### src/playback_cfg.svh
`ifndef PLAYBACK_CFG_SVH
`define PLAYBACK_CFG_SVH

////////////////////////////////////////////////////////////////////////////
// Register pages and offsets
`define REG_PAGE_DIG 1'h0
`define REG_PAGE_ANA 1'h1
`define OFS_DAC_ROUTE 8'h23
`define OFS_HP_LEFT 8'h24
`define OFS_HP_RIGHT 8'h25
`define OFS_DIG_ROUTE 8'h3F

////////////////////////////////////////////////////////////////////////////
// Field positions
`define BIT_ROUTE_LEFT 6
`define BIT_ROUTE_RIGHT 2
`define BIT_AMP_EN 7
`define FLD_VOL 6:0
`define FLD_LEFT_SEL 5:4
`define FLD_RIGHT_SEL 3:2
`define FLD_STEP_SEL 1:0

////////////////////////////////////////////////////////////////////////////
// Reset values and volume codes
`define RST_DAC_ROUTE 8'h00
`define RST_HP_VOL 8'h7F
`define RST_VOL_CODE 7'h7F
`define RST_DIG_ROUTE 8'h14
`define VOL_MUTE_CODE 7'h7F
`define VOL_FLOOR_CODE 7'h75
`define ATTEN_FLOOR 10'h30F

////////////////////////////////////////////////////////////////////////////
// Timing: base soft-step interval is one 48 kHz sample period
`define CLK_PERIOD_NS 4
`define SS_BASE_NS 20833
`define SS_STEP_CYCLES (`SS_BASE_NS / `CLK_PERIOD_NS)

`endif

### src/playback_pkg.sv
package playback_pkg;

	// Playback selection of one first-stage mixer
	typedef enum logic [1:0] {
		ROUTE_OFF = 2'h0,
		ROUTE_OWN = 2'h1,
		ROUTE_SWAP = 2'h2,
		ROUTE_MONO = 2'h3
	} route_sel_t;

	// Soft-step interval selection
	typedef enum logic [1:0] {
		STEP_EVERY = 2'h0,
		STEP_EVERY_2 = 2'h1,
		STEP_NONE = 2'h2,
		STEP_NONE_ALT = 2'h3
	} step_sel_t;

endpackage : playback_pkg
### src/playback_mix.sv
`timescale 1ns/1ps
`include "playback_cfg.svh"

module sample_fifo #(
	parameter int W = 48,
	parameter int DEPTH = 16
) (
	input wire logic ref_clk,
	input wire logic resetn,
	input wire logic wr_valid,
	output logic wr_ready,
	input wire logic [W-1:0] wr_data,
	output logic rd_valid,
	input wire logic rd_ready,
	output logic [W-1:0] rd_data
);
	localparam int AW = $clog2(DEPTH);

	logic [W-1:0] mem_r [DEPTH];
	logic [W-1:0] mem_nxt [DEPTH];
	logic [AW-1:0] wp_r, wp_nxt, rp_r, rp_nxt;
	logic [AW:0] cnt_r, cnt_nxt;
	logic wr, rd;

	if (DEPTH < 2 || W < 1) begin : g_bad_fifo
		$error("sample_fifo needs DEPTH of 2 or more");
	end

	function automatic logic [AW-1:0] next_ptr(input logic [AW-1:0] p);
		return (p == AW'(DEPTH - 1)) ? '0 : AW'(p + 1'b1);
	endfunction : next_ptr

	assign wr_ready = cnt_r != (AW+1)'(DEPTH);
	assign rd_valid = cnt_r != '0;
	assign rd_data = mem_r[rp_r];
	assign wr = wr_valid && wr_ready;
	assign rd = rd_valid && rd_ready;

	always_comb begin
		mem_nxt = mem_r;
		wp_nxt = wp_r;
		rp_nxt = rp_r;
		if (wr) begin
			mem_nxt[wp_r] = wr_data;
			wp_nxt = next_ptr(wp_r);
		end
		if (rd) begin
			rp_nxt = next_ptr(rp_r);
		end
		cnt_nxt = (AW+1)'(cnt_r + {{AW{1'b0}}, wr} - {{AW{1'b0}}, rd});
	end

	always_ff @(posedge ref_clk) begin
		mem_r <= mem_nxt;
		if (!resetn) begin
			wp_r <= '0;
			rp_r <= '0;
			cnt_r <= '0;
		end else begin
			wp_r <= wp_nxt;
			rp_r <= rp_nxt;
			cnt_r <= cnt_nxt;
		end
	end
endmodule : sample_fifo

////////////////////////////////////////////////////////////////////////////

module playback_mix #(
	parameter int DW = 24,
	parameter int FIFO_DEPTH = 16,
	parameter int STEP_CYCLES = `SS_STEP_CYCLES
) (
	input wire logic ref_clk,
	input wire logic resetn,
	input wire logic reg_wr_en,
	input wire logic reg_rd_en,
	input wire logic reg_page,
	input wire logic [7:0] reg_addr,
	input wire logic [7:0] reg_wdata,
	output logic [7:0] reg_rdata,
	output logic reg_rd_valid,
	input wire logic in_valid,
	output logic in_ready,
	input wire logic [DW-1:0] in_left,
	input wire logic [DW-1:0] in_right,
	input wire logic [DW-1:0] tone_left,
	input wire logic [DW-1:0] tone_right,
	output logic dac_valid,
	input wire logic dac_ready,
	output logic [DW-1:0] dac_left,
	output logic [DW-1:0] dac_right,
	output logic vol_left_src_en,
	output logic vol_right_src_en,
	output logic hp_left_amp_en,
	output logic hp_right_amp_en,
	output logic [6:0] hp_left_code,
	output logic [6:0] hp_right_code,
	output logic [9:0] hp_left_atten,
	output logic [9:0] hp_right_atten,
	output logic hp_left_mute,
	output logic hp_right_mute
);
	localparam int CW = $clog2(STEP_CYCLES);

	if (DW < 2 || FIFO_DEPTH < 2 || STEP_CYCLES < 2) begin : g_bad_cfg
		$error("playback_mix parameters out of range");
	end

	////////////////////////////////////////////////////////////////////////
	// Register file

	logic [7:0] route_r, route_nxt, dig_r, dig_nxt;
	logic [7:0] hpvol_r [2];
	logic [7:0] hpvol_nxt [2];
	logic [7:0] rdata_r, rdata_nxt;
	logic rvalid_r, rvalid_nxt;

	function automatic logic hit(input logic pg, input logic [7:0] a,
		input logic p, input logic [7:0] o);
		return pg == p && a == o;
	endfunction : hit

	always_comb begin
		route_nxt = route_r;
		dig_nxt = dig_r;
		hpvol_nxt = hpvol_r;
		rdata_nxt = rdata_r;
		rvalid_nxt = reg_rd_en;
		if (reg_wr_en) begin
			if (hit(reg_page, reg_addr, `REG_PAGE_ANA, `OFS_DAC_ROUTE)) begin
				route_nxt = reg_wdata;
			end
			if (hit(reg_page, reg_addr, `REG_PAGE_ANA, `OFS_HP_LEFT)) begin
				hpvol_nxt[0] = reg_wdata;
			end
			if (hit(reg_page, reg_addr, `REG_PAGE_ANA, `OFS_HP_RIGHT)) begin
				hpvol_nxt[1] = reg_wdata;
			end
			if (hit(reg_page, reg_addr, `REG_PAGE_DIG, `OFS_DIG_ROUTE)) begin
				dig_nxt = reg_wdata;
			end
		end
		if (reg_rd_en) begin
			rdata_nxt = 8'h00;
			if (hit(reg_page, reg_addr, `REG_PAGE_ANA, `OFS_DAC_ROUTE)) begin
				rdata_nxt = route_r;
			end
			if (hit(reg_page, reg_addr, `REG_PAGE_ANA, `OFS_HP_LEFT)) begin
				rdata_nxt = hpvol_r[0];
			end
			if (hit(reg_page, reg_addr, `REG_PAGE_ANA, `OFS_HP_RIGHT)) begin
				rdata_nxt = hpvol_r[1];
			end
			if (hit(reg_page, reg_addr, `REG_PAGE_DIG, `OFS_DIG_ROUTE)) begin
				rdata_nxt = dig_r;
			end
		end
	end

	always_ff @(posedge ref_clk) begin
		if (!resetn) begin
			route_r <= `RST_DAC_ROUTE;
			dig_r <= `RST_DIG_ROUTE;
			hpvol_r[0] <= `RST_HP_VOL;
			hpvol_r[1] <= `RST_HP_VOL;
			rdata_r <= 8'h00;
			rvalid_r <= 1'b0;
		end else begin
			route_r <= route_nxt;
			dig_r <= dig_nxt;
			hpvol_r <= hpvol_nxt;
			rdata_r <= rdata_nxt;
			rvalid_r <= rvalid_nxt;
		end
	end

	assign reg_rdata = rdata_r;
	assign reg_rd_valid = rvalid_r;
	assign vol_left_src_en = route_r[`BIT_ROUTE_LEFT];
	assign vol_right_src_en = route_r[`BIT_ROUTE_RIGHT];
	assign hp_left_amp_en = hpvol_r[0][`BIT_AMP_EN];
	assign hp_right_amp_en = hpvol_r[1][`BIT_AMP_EN];

	////////////////////////////////////////////////////////////////////////
	// Digital mixers

	logic f_valid, f_ready, take;
	logic [2*DW-1:0] f_data;
	logic [DW-1:0] f_left, f_right;
	logic [DW-1:0] dac_l_r, dac_l_nxt, dac_r_r, dac_r_nxt;
	logic dac_v_r, dac_v_nxt;
	playback_pkg::route_sel_t lsel, rsel;

	sample_fifo #(
		.W(2 * DW),
		.DEPTH(FIFO_DEPTH)
	) u_fifo (
		.ref_clk(ref_clk),
		.resetn(resetn),
		.wr_valid(in_valid),
		.wr_ready(in_ready),
		.wr_data({in_left, in_right}),
		.rd_valid(f_valid),
		.rd_ready(f_ready),
		.rd_data(f_data)
	);

	// One mixer: saturating sum of the enabled inputs, a mux with one enable
	function automatic logic [DW-1:0] mix2(input logic [DW-1:0] a,
		input logic [DW-1:0] b, input logic ea, input logic eb);
		logic signed [DW:0] s;
		s = (ea ? $signed({a[DW-1], a}) : '0)
			+ (eb ? $signed({b[DW-1], b}) : '0);
		if (s[DW] != s[DW-1]) begin
			return {s[DW], {(DW-1){~s[DW]}}};
		end
		return s[DW-1:0];
	endfunction : mix2

	function automatic logic use_own(input playback_pkg::route_sel_t s);
		return s == playback_pkg::ROUTE_OWN || s == playback_pkg::ROUTE_MONO;
	endfunction : use_own

	function automatic logic use_other(input playback_pkg::route_sel_t s);
		return s == playback_pkg::ROUTE_SWAP || s == playback_pkg::ROUTE_MONO;
	endfunction : use_other

	assign lsel = playback_pkg::route_sel_t'(dig_r[`FLD_LEFT_SEL]);
	assign rsel = playback_pkg::route_sel_t'(dig_r[`FLD_RIGHT_SEL]);
	assign f_left = f_data[2*DW-1:DW];
	assign f_right = f_data[DW-1:0];
	assign f_ready = !dac_v_r || dac_ready;
	assign take = f_valid && f_ready;

	always_comb begin
		dac_v_nxt = dac_v_r && !dac_ready;
		dac_l_nxt = dac_l_r;
		dac_r_nxt = dac_r_r;
		if (take) begin
			dac_v_nxt = 1'b1;
			// First pair picks or sums playback, second pair adds tone
			dac_l_nxt = mix2(mix2(f_left, f_right, use_own(lsel),
				use_other(lsel)), tone_left, 1'b1, 1'b1);
			dac_r_nxt = mix2(mix2(f_right, f_left, use_own(rsel),
				use_other(rsel)), tone_right, 1'b1, 1'b1);
		end
	end

	always_ff @(posedge ref_clk) begin
		if (!resetn) begin
			dac_v_r <= 1'b0;
			dac_l_r <= '0;
			dac_r_r <= '0;
		end else begin
			dac_v_r <= dac_v_nxt;
			dac_l_r <= dac_l_nxt;
			dac_r_r <= dac_r_nxt;
		end
	end

	assign dac_valid = dac_v_r;
	assign dac_left = dac_l_r;
	assign dac_right = dac_r_r;

	////////////////////////////////////////////////////////////////////////
	// Output volume with soft-stepping

	logic [CW-1:0] div_r, div_nxt;
	logic half_r, half_nxt, tick, step_ok;
	logic [6:0] cur_r [2];
	logic [6:0] cur_nxt [2];
	logic [9:0] att_r [2];
	logic [9:0] att_nxt [2];
	playback_pkg::step_sel_t ssel;

	// Attenuation in tenths of a dB for a volume code
	function automatic logic [9:0] atten(input logic [6:0] c);
		logic [9:0] l;
		l = 10'({3'h0, c} * 10'h005);
		if (c < 7'h24) return l;
		if (c < 7'h46) return 10'(l + 10'h001);
		if (c < 7'h54) return 10'(l + 10'h002);
		case (c)
			7'h54: return 10'h1A5;
			7'h55: return 10'h1AB;
			7'h56: return 10'h1B0;
			7'h57: return 10'h1B6;
			7'h58: return 10'h1BB;
			7'h59: return 10'h1C0;
			7'h5A: return 10'h1C4;
			7'h5B: return 10'h1CA;
			7'h5C: return 10'h1CE;
			7'h5D: return 10'h1D3;
			7'h5E: return 10'h1DA;
			7'h5F: return 10'h1DF;
			7'h60: return 10'h1E2;
			7'h61: return 10'h1E7;
			7'h62: return 10'h1ED;
			7'h63: return 10'h1F4;
			7'h64: return 10'h1F7;
			7'h65: return 10'h1FE;
			7'h66: return 10'h202;
			7'h67: return 10'h206;
			7'h68: return 10'h20A;
			7'h69: return 10'h20F;
			7'h6A: return 10'h219;
			7'h6B: return 10'h21E;
			7'h6C: return 10'h229;
			7'h6D: return 10'h237;
			7'h6E: return 10'h247;
			7'h6F: return 10'h25A;
			7'h70: return 10'h273;
			7'h71: return 10'h283;
			7'h72: return 10'h296;
			7'h73: return 10'h2AF;
			7'h74: return 10'h2D2;
			default: return `ATTEN_FLOOR;
		endcase
	endfunction : atten

	assign ssel = playback_pkg::step_sel_t'(dig_r[`FLD_STEP_SEL]);
	assign tick = div_r == CW'(STEP_CYCLES - 1);

	always_comb begin
		// Free-running timebase, independent of the sample stream
		div_nxt = tick ? '0 : CW'(div_r + 1'b1);
		half_nxt = tick ? ~half_r : half_r;
		step_ok = tick && (ssel == playback_pkg::STEP_EVERY || half_r);
		for (int i = 0; i < 2; i++) begin
			cur_nxt[i] = cur_r[i];
			if (ssel[1]) begin
				cur_nxt[i] = hpvol_r[i][`FLD_VOL];
			end else if (step_ok && cur_r[i] < hpvol_r[i][`FLD_VOL]) begin
				cur_nxt[i] = 7'(cur_r[i] + 7'h01);
			end else if (step_ok && cur_r[i] > hpvol_r[i][`FLD_VOL]) begin
				cur_nxt[i] = 7'(cur_r[i] - 7'h01);
			end
			att_nxt[i] = atten(cur_nxt[i]);
		end
	end

	always_ff @(posedge ref_clk) begin
		if (!resetn) begin
			div_r <= '0;
			half_r <= 1'b0;
			cur_r[0] <= `RST_VOL_CODE;
			cur_r[1] <= `RST_VOL_CODE;
			att_r[0] <= `ATTEN_FLOOR;
			att_r[1] <= `ATTEN_FLOOR;
		end else begin
			div_r <= div_nxt;
			half_r <= half_nxt;
			cur_r <= cur_nxt;
			att_r <= att_nxt;
		end
	end

	assign hp_left_code = cur_r[0];
	assign hp_right_code = cur_r[1];
	assign hp_left_atten = att_r[0];
	assign hp_right_atten = att_r[1];
	assign hp_left_mute = !hpvol_r[0][`BIT_AMP_EN]
		&& hpvol_r[0][`FLD_VOL] == `VOL_MUTE_CODE;
	assign hp_right_mute = !hpvol_r[1][`BIT_AMP_EN]
		&& hpvol_r[1][`FLD_VOL] == `VOL_MUTE_CODE;
endmodule : playback_mix

### config.mk
export PLATFORM = sky130hd
export DESIGN_NAME = playback_mix
export DESIGN_NICKNAME = d
export VERILOG_FILES = /design/src/playback_pkg.sv /design/src/playback_mix.sv
export VERILOG_INCLUDE_DIRS = /design/src
export SDC_FILE = /design/constraint.sdc
export NUM_CORES = 1
export LEC_CHECK = 0
export ABC_CLOCK_PERIOD_IN_PS = 17400
export BUFFER_PORTS_ARGS = -buffer_cell sky130_fd_sc_hd__clkbuf_2
export CAP_MARGIN = 20
export CORE_MARGIN = 2
export CORE_UTILIZATION = 40
export DETAILED_ROUTE_END_ITERATION = 16
export PLACE_DENSITY = 0.55
export SYNTH_ARGS = -nofsm -noshare
export SYNTH_HDL_FRONTEND = slang
export SYNTH_HIERARCHICAL = 1
export SYNTH_SLANG_ARGS = --single-unit
### constraint.sdc
create_clock -name ref_clk -period 17.4 [get_ports ref_clk]
set_input_delay 1.74 -clock ref_clk [delete_from_list [all_inputs] [get_ports ref_clk]]
set_output_delay 1.74 -clock ref_clk [all_outputs]
set_load 0.03 [all_outputs]
==> results of run 1 <==
[metrics by stage]
stage / hold slack, ns / util (%) / setup WS, ns
after floorplan: 0.418 / - / 10.00
after global placement: 0.434 / 42.6 / 7.07
after detailed placement: 0.442 / 42.6 / 7.00
after CTS: 0.453 / 45.6 / 6.91
after global routing: 0.478 / 45.6 / 6.66
final: 0.454 / 45.6 / 7.63
[state kept, by name, summed over array words and instances (netlist names), 5 cells and up]
signal,flops
u_fifo/cnt_r,5
hp_left_atten,10
dac_right,24
hp_right_atten,10
hpvol_r,14
hp_left_code,7
route_r,8
div_r,13
u_fifo/mem_r,768
dac_left,24
dig_r,8
hp_right_code,7
reg_rdata,8
[layout by cell type, fill, tap and decap left out, drive strengths merged, types with 118 or more instances in the layout]
cell	synthesis	layout
edfxtp	768	768
clkbuf	100	338
nand2	240	240
mux4	192	192
a21oi	181	181
o21ai	169	169
ha	168	168
dfxtp	151	151
nor2	142	142
and2	118	118
[metal layers]
layer / vias up / share of wire (%) / track usage, %
met5: - / 0.088 / 0
li1: 13000 / - / -
met1: 14100 / 45 / 29.1
met4: 18 / 2.5 / 5.43
met2: 767 / 47 / 33.3
met3: 187 / 6.2 / 3.87
[logic make-up after synthesis]
kind of cell    synth area share, %
flops                          58.9
fa+ha+maj                      6.28
xor+xnor                       2.35
buf+inv                        2.56
mux                            10.1
compound gates                 11.0
simple gates                   8.78
[how the worst min path moves through the flow]
stage | end | slack [ns] | start | cells past startpoint
finish | route_r[1] | 0.45 | route_r[1] | 2
global route | route_r[4] | 0.48 | route_r[4] | 2
CTS | div_r[0] | 0.45 | div_r[0] | 1
detailed placement | div_r[0] | 0.44 | div_r[0] | 1
global placement | div_r[0] | 0.43 | div_r[0] | 1
floorplan | div_r[0] | 0.42 | div_r[0] | 1
[layout make-up]
| class | count | area [µm²] |
|---|---|---|
| fill | 9929 | 60000 |
| sequential | 919 | 26100 |
| multi-input combinational | 2065 | 17200 |
| clock buffer | 122 | 2560 |
| tap | 1488 | 1860 |
| timing repair buffer | 265 | 1490 |
| clock inverter | 55 | 652 |
| inverter | 91 | 344 |
| antenna | 5 | 12.5 |
[power by group]
part | internal (W) | switching (W)
logic | 0.00137 | 0.00186
clock network | 0.00120 | 0.000880
registers | 0.00249 | 0.0000730
[tightest hold or removal path, delay by kind of cell (launching register included)]
| kind | cells | cell delay, ns |
|---|---|---|
| AOI/OAI and AO/OA | 1 | 0.05 |
| DFF | 1 | 0.31 |
| and+or+nand+nor | 1 | 0.05 |
==> flow_summary.yaml, run 1 <==
outcome:
  status: "finished, final reports clean"
synthesis:
  syn-instance-count: 3238
  synth-async-reset-ratio_pct: 0
  synth_area_um2: 44300
  seq_area_frac_synth_pct: 58.9
  avgSynthCellArea_um2: 13.7
  yosys.area.top_type_share_pct: 52.1
  synth_ff_type: "edfxtp_1"
  ys_types: 107
  yosysMostFrequentCell: "edfxtp_1"
  ys_seq_elements: 919
  syn-num-nets: 3532
  synth_edf_count: 768
  synth.area.top_cells: "edfxtp_1, mux4_2, dfxtp_1"
  ys_top_cells_by_count: "edfxtp_1, nand2_1, mux4_2"
  synth_warnings: 6
  synth_top_cell_by_area: "edfxtp_1"
worst_setup_path:
  worstSetupEndpointType: "flop"
  max_stage_delay_ns: 0.86
  worstSetupEndpoint: "dac_left[1]"
  path_class: "flop to flop"
  r2r_end: "dac_left[1]"
  critical-path-top-cell-by-count: "a21oi_1"
  start_kind: "flop"
  r2r-start: "u_fifo/rp_r[1]"
  required_ns: 17.90
  cp_max_fo: 60
  crit_arrival_ns: 10.27
  r2r_cells: 28
  reg2reg_slack_ns: 7.63
  cp_top_family: "compound AO/OA/AOI/OAI gates"
  cp-startpoint: "u_fifo/rp_r[1]"
  crit_slowest_cell: "dfxtp_4"
  cp_num_cells: 28
  cp.buffers_inverters: 1
clocking:
  post_cts_buffers: 0
  cts_tree: "built"
  cts_buffers: 97
  hold_buffers: 0
  clkTransAtPathRegs_ns: 0.06
  clk_latency_ns: 0.70
  post_cts_resized: 0
  cts_max_level: 3
  cts_root_buffer: "clkbuf_16"
  clockBufferDepth: 3
  clkSinkCount: 919
route:
  vias_per_cell: 5.62
  wl_um: 119000
  ant_nets: 0
  via_count: 28200
  wire_per_inst_um: 23.7
  dr.pass1.iters: 7
  drtIter0Drc: 2316
  drc_errors: 0
floorplan:
  die-height_um: 337
  ios: 218
  num_rows: 122
  core-area_um2: 110000
  start_util_pct: 40.2
  die_w_um: 337
  dieArea_um2: 113000
global_routing:
  overflow: 0
  grt_max_degree: 97
  antenna_found_initial: 27
  track_usage_pct: 20.8
  grt_pass1_wl_um: 176000
  grt_pass1_vias: 26900
place:
  placed_cell_area_um2: 47000
  dp_cells: 4827
  io_buffers: 217
  globalplace.congestion: 0.875
  dp_hpwl_um: 72400
timing:
  tightest_slew_ns: 1.11
  max_clock_freq_ghz: 0.102
  slew_headroom_pct: 26.2
  finalClockSkew_ns: 0.0610
  drv_slew: 0
  setup_violations: 0
  hold_violations: 0
  fin_setup_tns_ns: 0
  period_share_pct: 56.1
  rsz0062_at_grt: "no"
  layout_min_cycle_time_ns: 9.77
finish:
  final_nets: 3733
  drive_gt1_share_pct: 19.2
  syn_to_final_growth_pct: 13.5
  fin_cells: 5010
  final_area_um2: 50300
power_and_ir_drop:
  p_per_area_nw_per_um2: 157
  p_leak_nw: 17.5
  peakVddDrop_mv: 0.107
  finalPower_w: 0.00788
hold_path:
  hp-class: "flop to flop"
flow_run:
  max-cap-violations: 0
(Power assumes the default switching activity.)
==> run 2, diff against run 1 <==
--- a/config.mk
+++ b/config.mk
@@ -6,13 +6,14 @@
 export SDC_FILE = /design/constraint.sdc
 export NUM_CORES = 1
 export LEC_CHECK = 0
-export ABC_CLOCK_PERIOD_IN_PS = 17400
+export ABC_AREA = 1
+export ABC_CLOCK_PERIOD_IN_PS = 8710
 export BUFFER_PORTS_ARGS = -buffer_cell sky130_fd_sc_hd__clkbuf_2
 export CAP_MARGIN = 20
 export CORE_MARGIN = 2
 export CORE_UTILIZATION = 40
 export DETAILED_ROUTE_END_ITERATION = 16
-export PLACE_DENSITY = 0.55
+export PLACE_DENSITY = 0.57
 export SYNTH_ARGS = -nofsm -noshare
 export SYNTH_HDL_FRONTEND = slang
 export SYNTH_HIERARCHICAL = 1
==> constraint.sdc (replaced) <==
create_clock -name ref_clk -period 8.71 [get_ports ref_clk]
set_input_delay 0.871 -clock ref_clk [delete_from_list [all_inputs] [get_ports ref_clk]]
set_output_delay 0.871 -clock ref_clk [all_outputs]
set_load 0.03 [all_outputs]
==> run 2 against run 1 <==
Against the previous run: critical path depth rose by 11; clock power rose by 110%; largest cell class unchanged; area after synthesis rose by 10%; routed wire length rose by 17%; clock skew fell by 0.016 ns; critical endpoint is now dac_right[17]; worst setup slack got worse by 6.8 ns; count of clock-buffer cells in the layout rose by 11.
==> flow_summary.yaml, run 2 <==
synthesis:
  synth_warnings: 6
  synth_area_um2: 48900
  yosys.area_share.simple_pct: 24.4
  synth.area.top_cells: "edfxtp_1, nand2_1, inv_1"
  synth_top_family_by_area: "simple AND/OR/NAND/NOR gates"
  ys_types: 58
  synthXorXnorAreaFrac_pct: 2.26
  avgSynthCellArea_um2: 8.48
  synthAdderAreaFrac_pct: 4.59
  yosys-mux-area-fraction_pct: 0
  yosysMostFrequentCell: "nand2_1"
  yosys.area.top_type_share_pct: 47.2
  seq_area_frac_synth_pct: 53.4
  synth_top_cell_by_area: "edfxtp_1"
  synth-async-reset-ratio_pct: 0
  ys_top_cells_by_count: "nand2_1, inv_1, edfxtp_1"
  synth_edf_count: 768
  ys_seq_elements: 919
  syn-instance-count: 5765
  synth_compound_area_share_pct: 6.12
  synth_ff_type: "edfxtp_1"
  syn-num-nets: 6059
clocking:
  cts_max_level: 3
  clkTransAtPathRegs_ns: 0.07
  clkSinkCount: 919
  post_cts_resized: 0
  post_cts_buffers: 0
  cts_root_buffer: "clkbuf_16"
  clockBufferDepth: 3
  hold_buffers: 0
  cts_tree: "built"
  cts_buffers: 101
  clk_latency_ns: 0.71
floorplan:
  die_w_um: 354
  core-area_um2: 122000
  start_util_pct: 40.2
  die-height_um: 354
  ios: 218
  dieArea_um2: 125000
  num_rows: 128
worst_setup_path:
  crit_slowest_cell: "dfxtp_4"
  critical-path-top-cell-by-count: "nand2_1"
  crit_arrival_ns: 8.40
  worstSetupEndpointType: "flop"
  cp_max_fo: 156
  max_stage_delay_ns: 0.67
  start_kind: "flop"
  path_class: "flop to flop"
  required_ns: 9.26
  reg2reg_slack_ns: 0.86
finish:
  n_fill_cell: 11800
  most-common-layout-cells: "nand2_1, inv_1, edfxtp_1"
  final_core_util_pct: 45.1
  syn_to_final_growth_pct: 12.2
  final_nets: 6201
  largest_reg_flops: 768
  final_common_cell: "nand2_1"
  top_register: "u_fifo/mem_r"
  drive_gt1_share_pct: 8.40
power_and_ir_drop:
  peakVddDrop_mv: 0.371
  p_leak_nw: 25.3
  p_per_area_nw_per_um2: 318
timing:
  max_clock_freq_ghz: 0.127
  tightest_slew_ns: 1.12
  hold_violations: 0
  setup_violations: 0
  rsz0062_at_grt: "no"
  slew_headroom_pct: 25.1
  fin_setup_tns_ns: 0
  period_share_pct: 90.1
  layout_min_cycle_time_ns: 7.85
  finalClockSkew_ns: 0.0449
  whs_ns: 0.449
  drv_slew: 0
global_routing:
  grt_pass1_wl_um: 212000
  antenna_found_initial: 10
  busiest_layer: "met2"
  grt_pass1_vias: 35400
  grt_max_degree: 157
  track_usage_pct: 21.8
  use_met1_pct: 29.8
  overflow: 0
  use_met3_pct: 3.05
  use_met2_pct: 36.2
route:
  wire_per_inst_um: 18.3
  ant_nets: 0
  drc_errors: 0
  drtIter0Drc: 3119
  wl_um: 139000
  vias_per_cell: 4.99
  via_count: 38100
  dr.pass1.iters: 5
place:
  dp_hpwl_um: 86600
  io_buffers: 217
  globalplace.congestion: 0.943
flow_run:
  max-cap-violations: 0
hold_path:
  hp-class: "flop to flop"
outcome:
  status: "finished, final reports clean"
run 2: cell count changes after synthesis, sizes merged, moves of 82 or more:
cell   change
a22oi    -101
a21oi     +82
and2     -117
nand3    +480
nand2   +1788
buf      +105
mux4     -192
inv      +798
run 2: path summary, 6_finish.rpt:
path / endpoint / cells after the start / startpoint
worst max register to register: dac_right[17] / 39 / u_fifo/rp_r[0]
worst max-delay path: dac_right[17] / 39 / u_fifo/rp_r[0]
worst min-delay path: route_r[0] / 2 / route_r[0]
worst min register to register: route_r[0] / 2 / route_r[0]
run 2: area by class of cell:
type                    count  area [µm²]  area share (%)
flip-flops and latches    919       26100            47.6
multi-input cells        3722       18400            33.5
inverters                 895        3380            6.16
clock buffers             133        2720            4.96
well taps                1625        2030            3.71
repair buffers            268        1580            2.89
clock inverters            53         629            1.15
diodes                      6        15.0          0.0274
run 2: report_power, final:
group | leakage [nW] | total (W) | switching (W) | internal, W
registers | 8.17 | 0.00516 | 0.000152 | 0.00500
logic | 15.5 | 0.00796 | 0.00551 | 0.00245
clock network | 1.62 | 0.00432 | 0.00179 | 0.00253
run 2: worst max-delay path: cells and delay by family (launching register included):
kind,cells,cell delay (ns)
compound gates,9,1.50
xor+xnor,1,0.26
fa+ha+maj,2,0.77
buf+inv,4,1.22
flops,1,0.67
simple gates,23,3.16
run 2: cell families after synthesis:
logic type | count (synthesis)
buffers and inverters | 1124
XOR/XNOR | 126
AND/OR/NAND/NOR | 2876
flip-flops | 919
adder cells (fa/ha/maj) | 175
AO/OA/AOI/OAI | 545
run 2: routing by layer:
layer  share of wire, %  vias to the layer above  routed length (µm)
met3                5.8                      208                8090
met1                 45                    17900               62300
met5              0.057                        -                  80
li1                   -                    18900                   -
met2                 47                     1069               65400
met4                2.5                       12                3550
run 2: stage by stage:
stage	worst slack (ns)	cells	total power, W	area (µm²)
after floorplan	3.27	5765	0.0109	48900
after detailed placement	0.893	7428	0.0132	51500
after global routing	0.0328	7617	0.0186	54800
after CTS	0.869	7614	0.0175	54800
after global placement	0.978	7428	0.0132	51500
final	0.862	7621	0.0174	54800
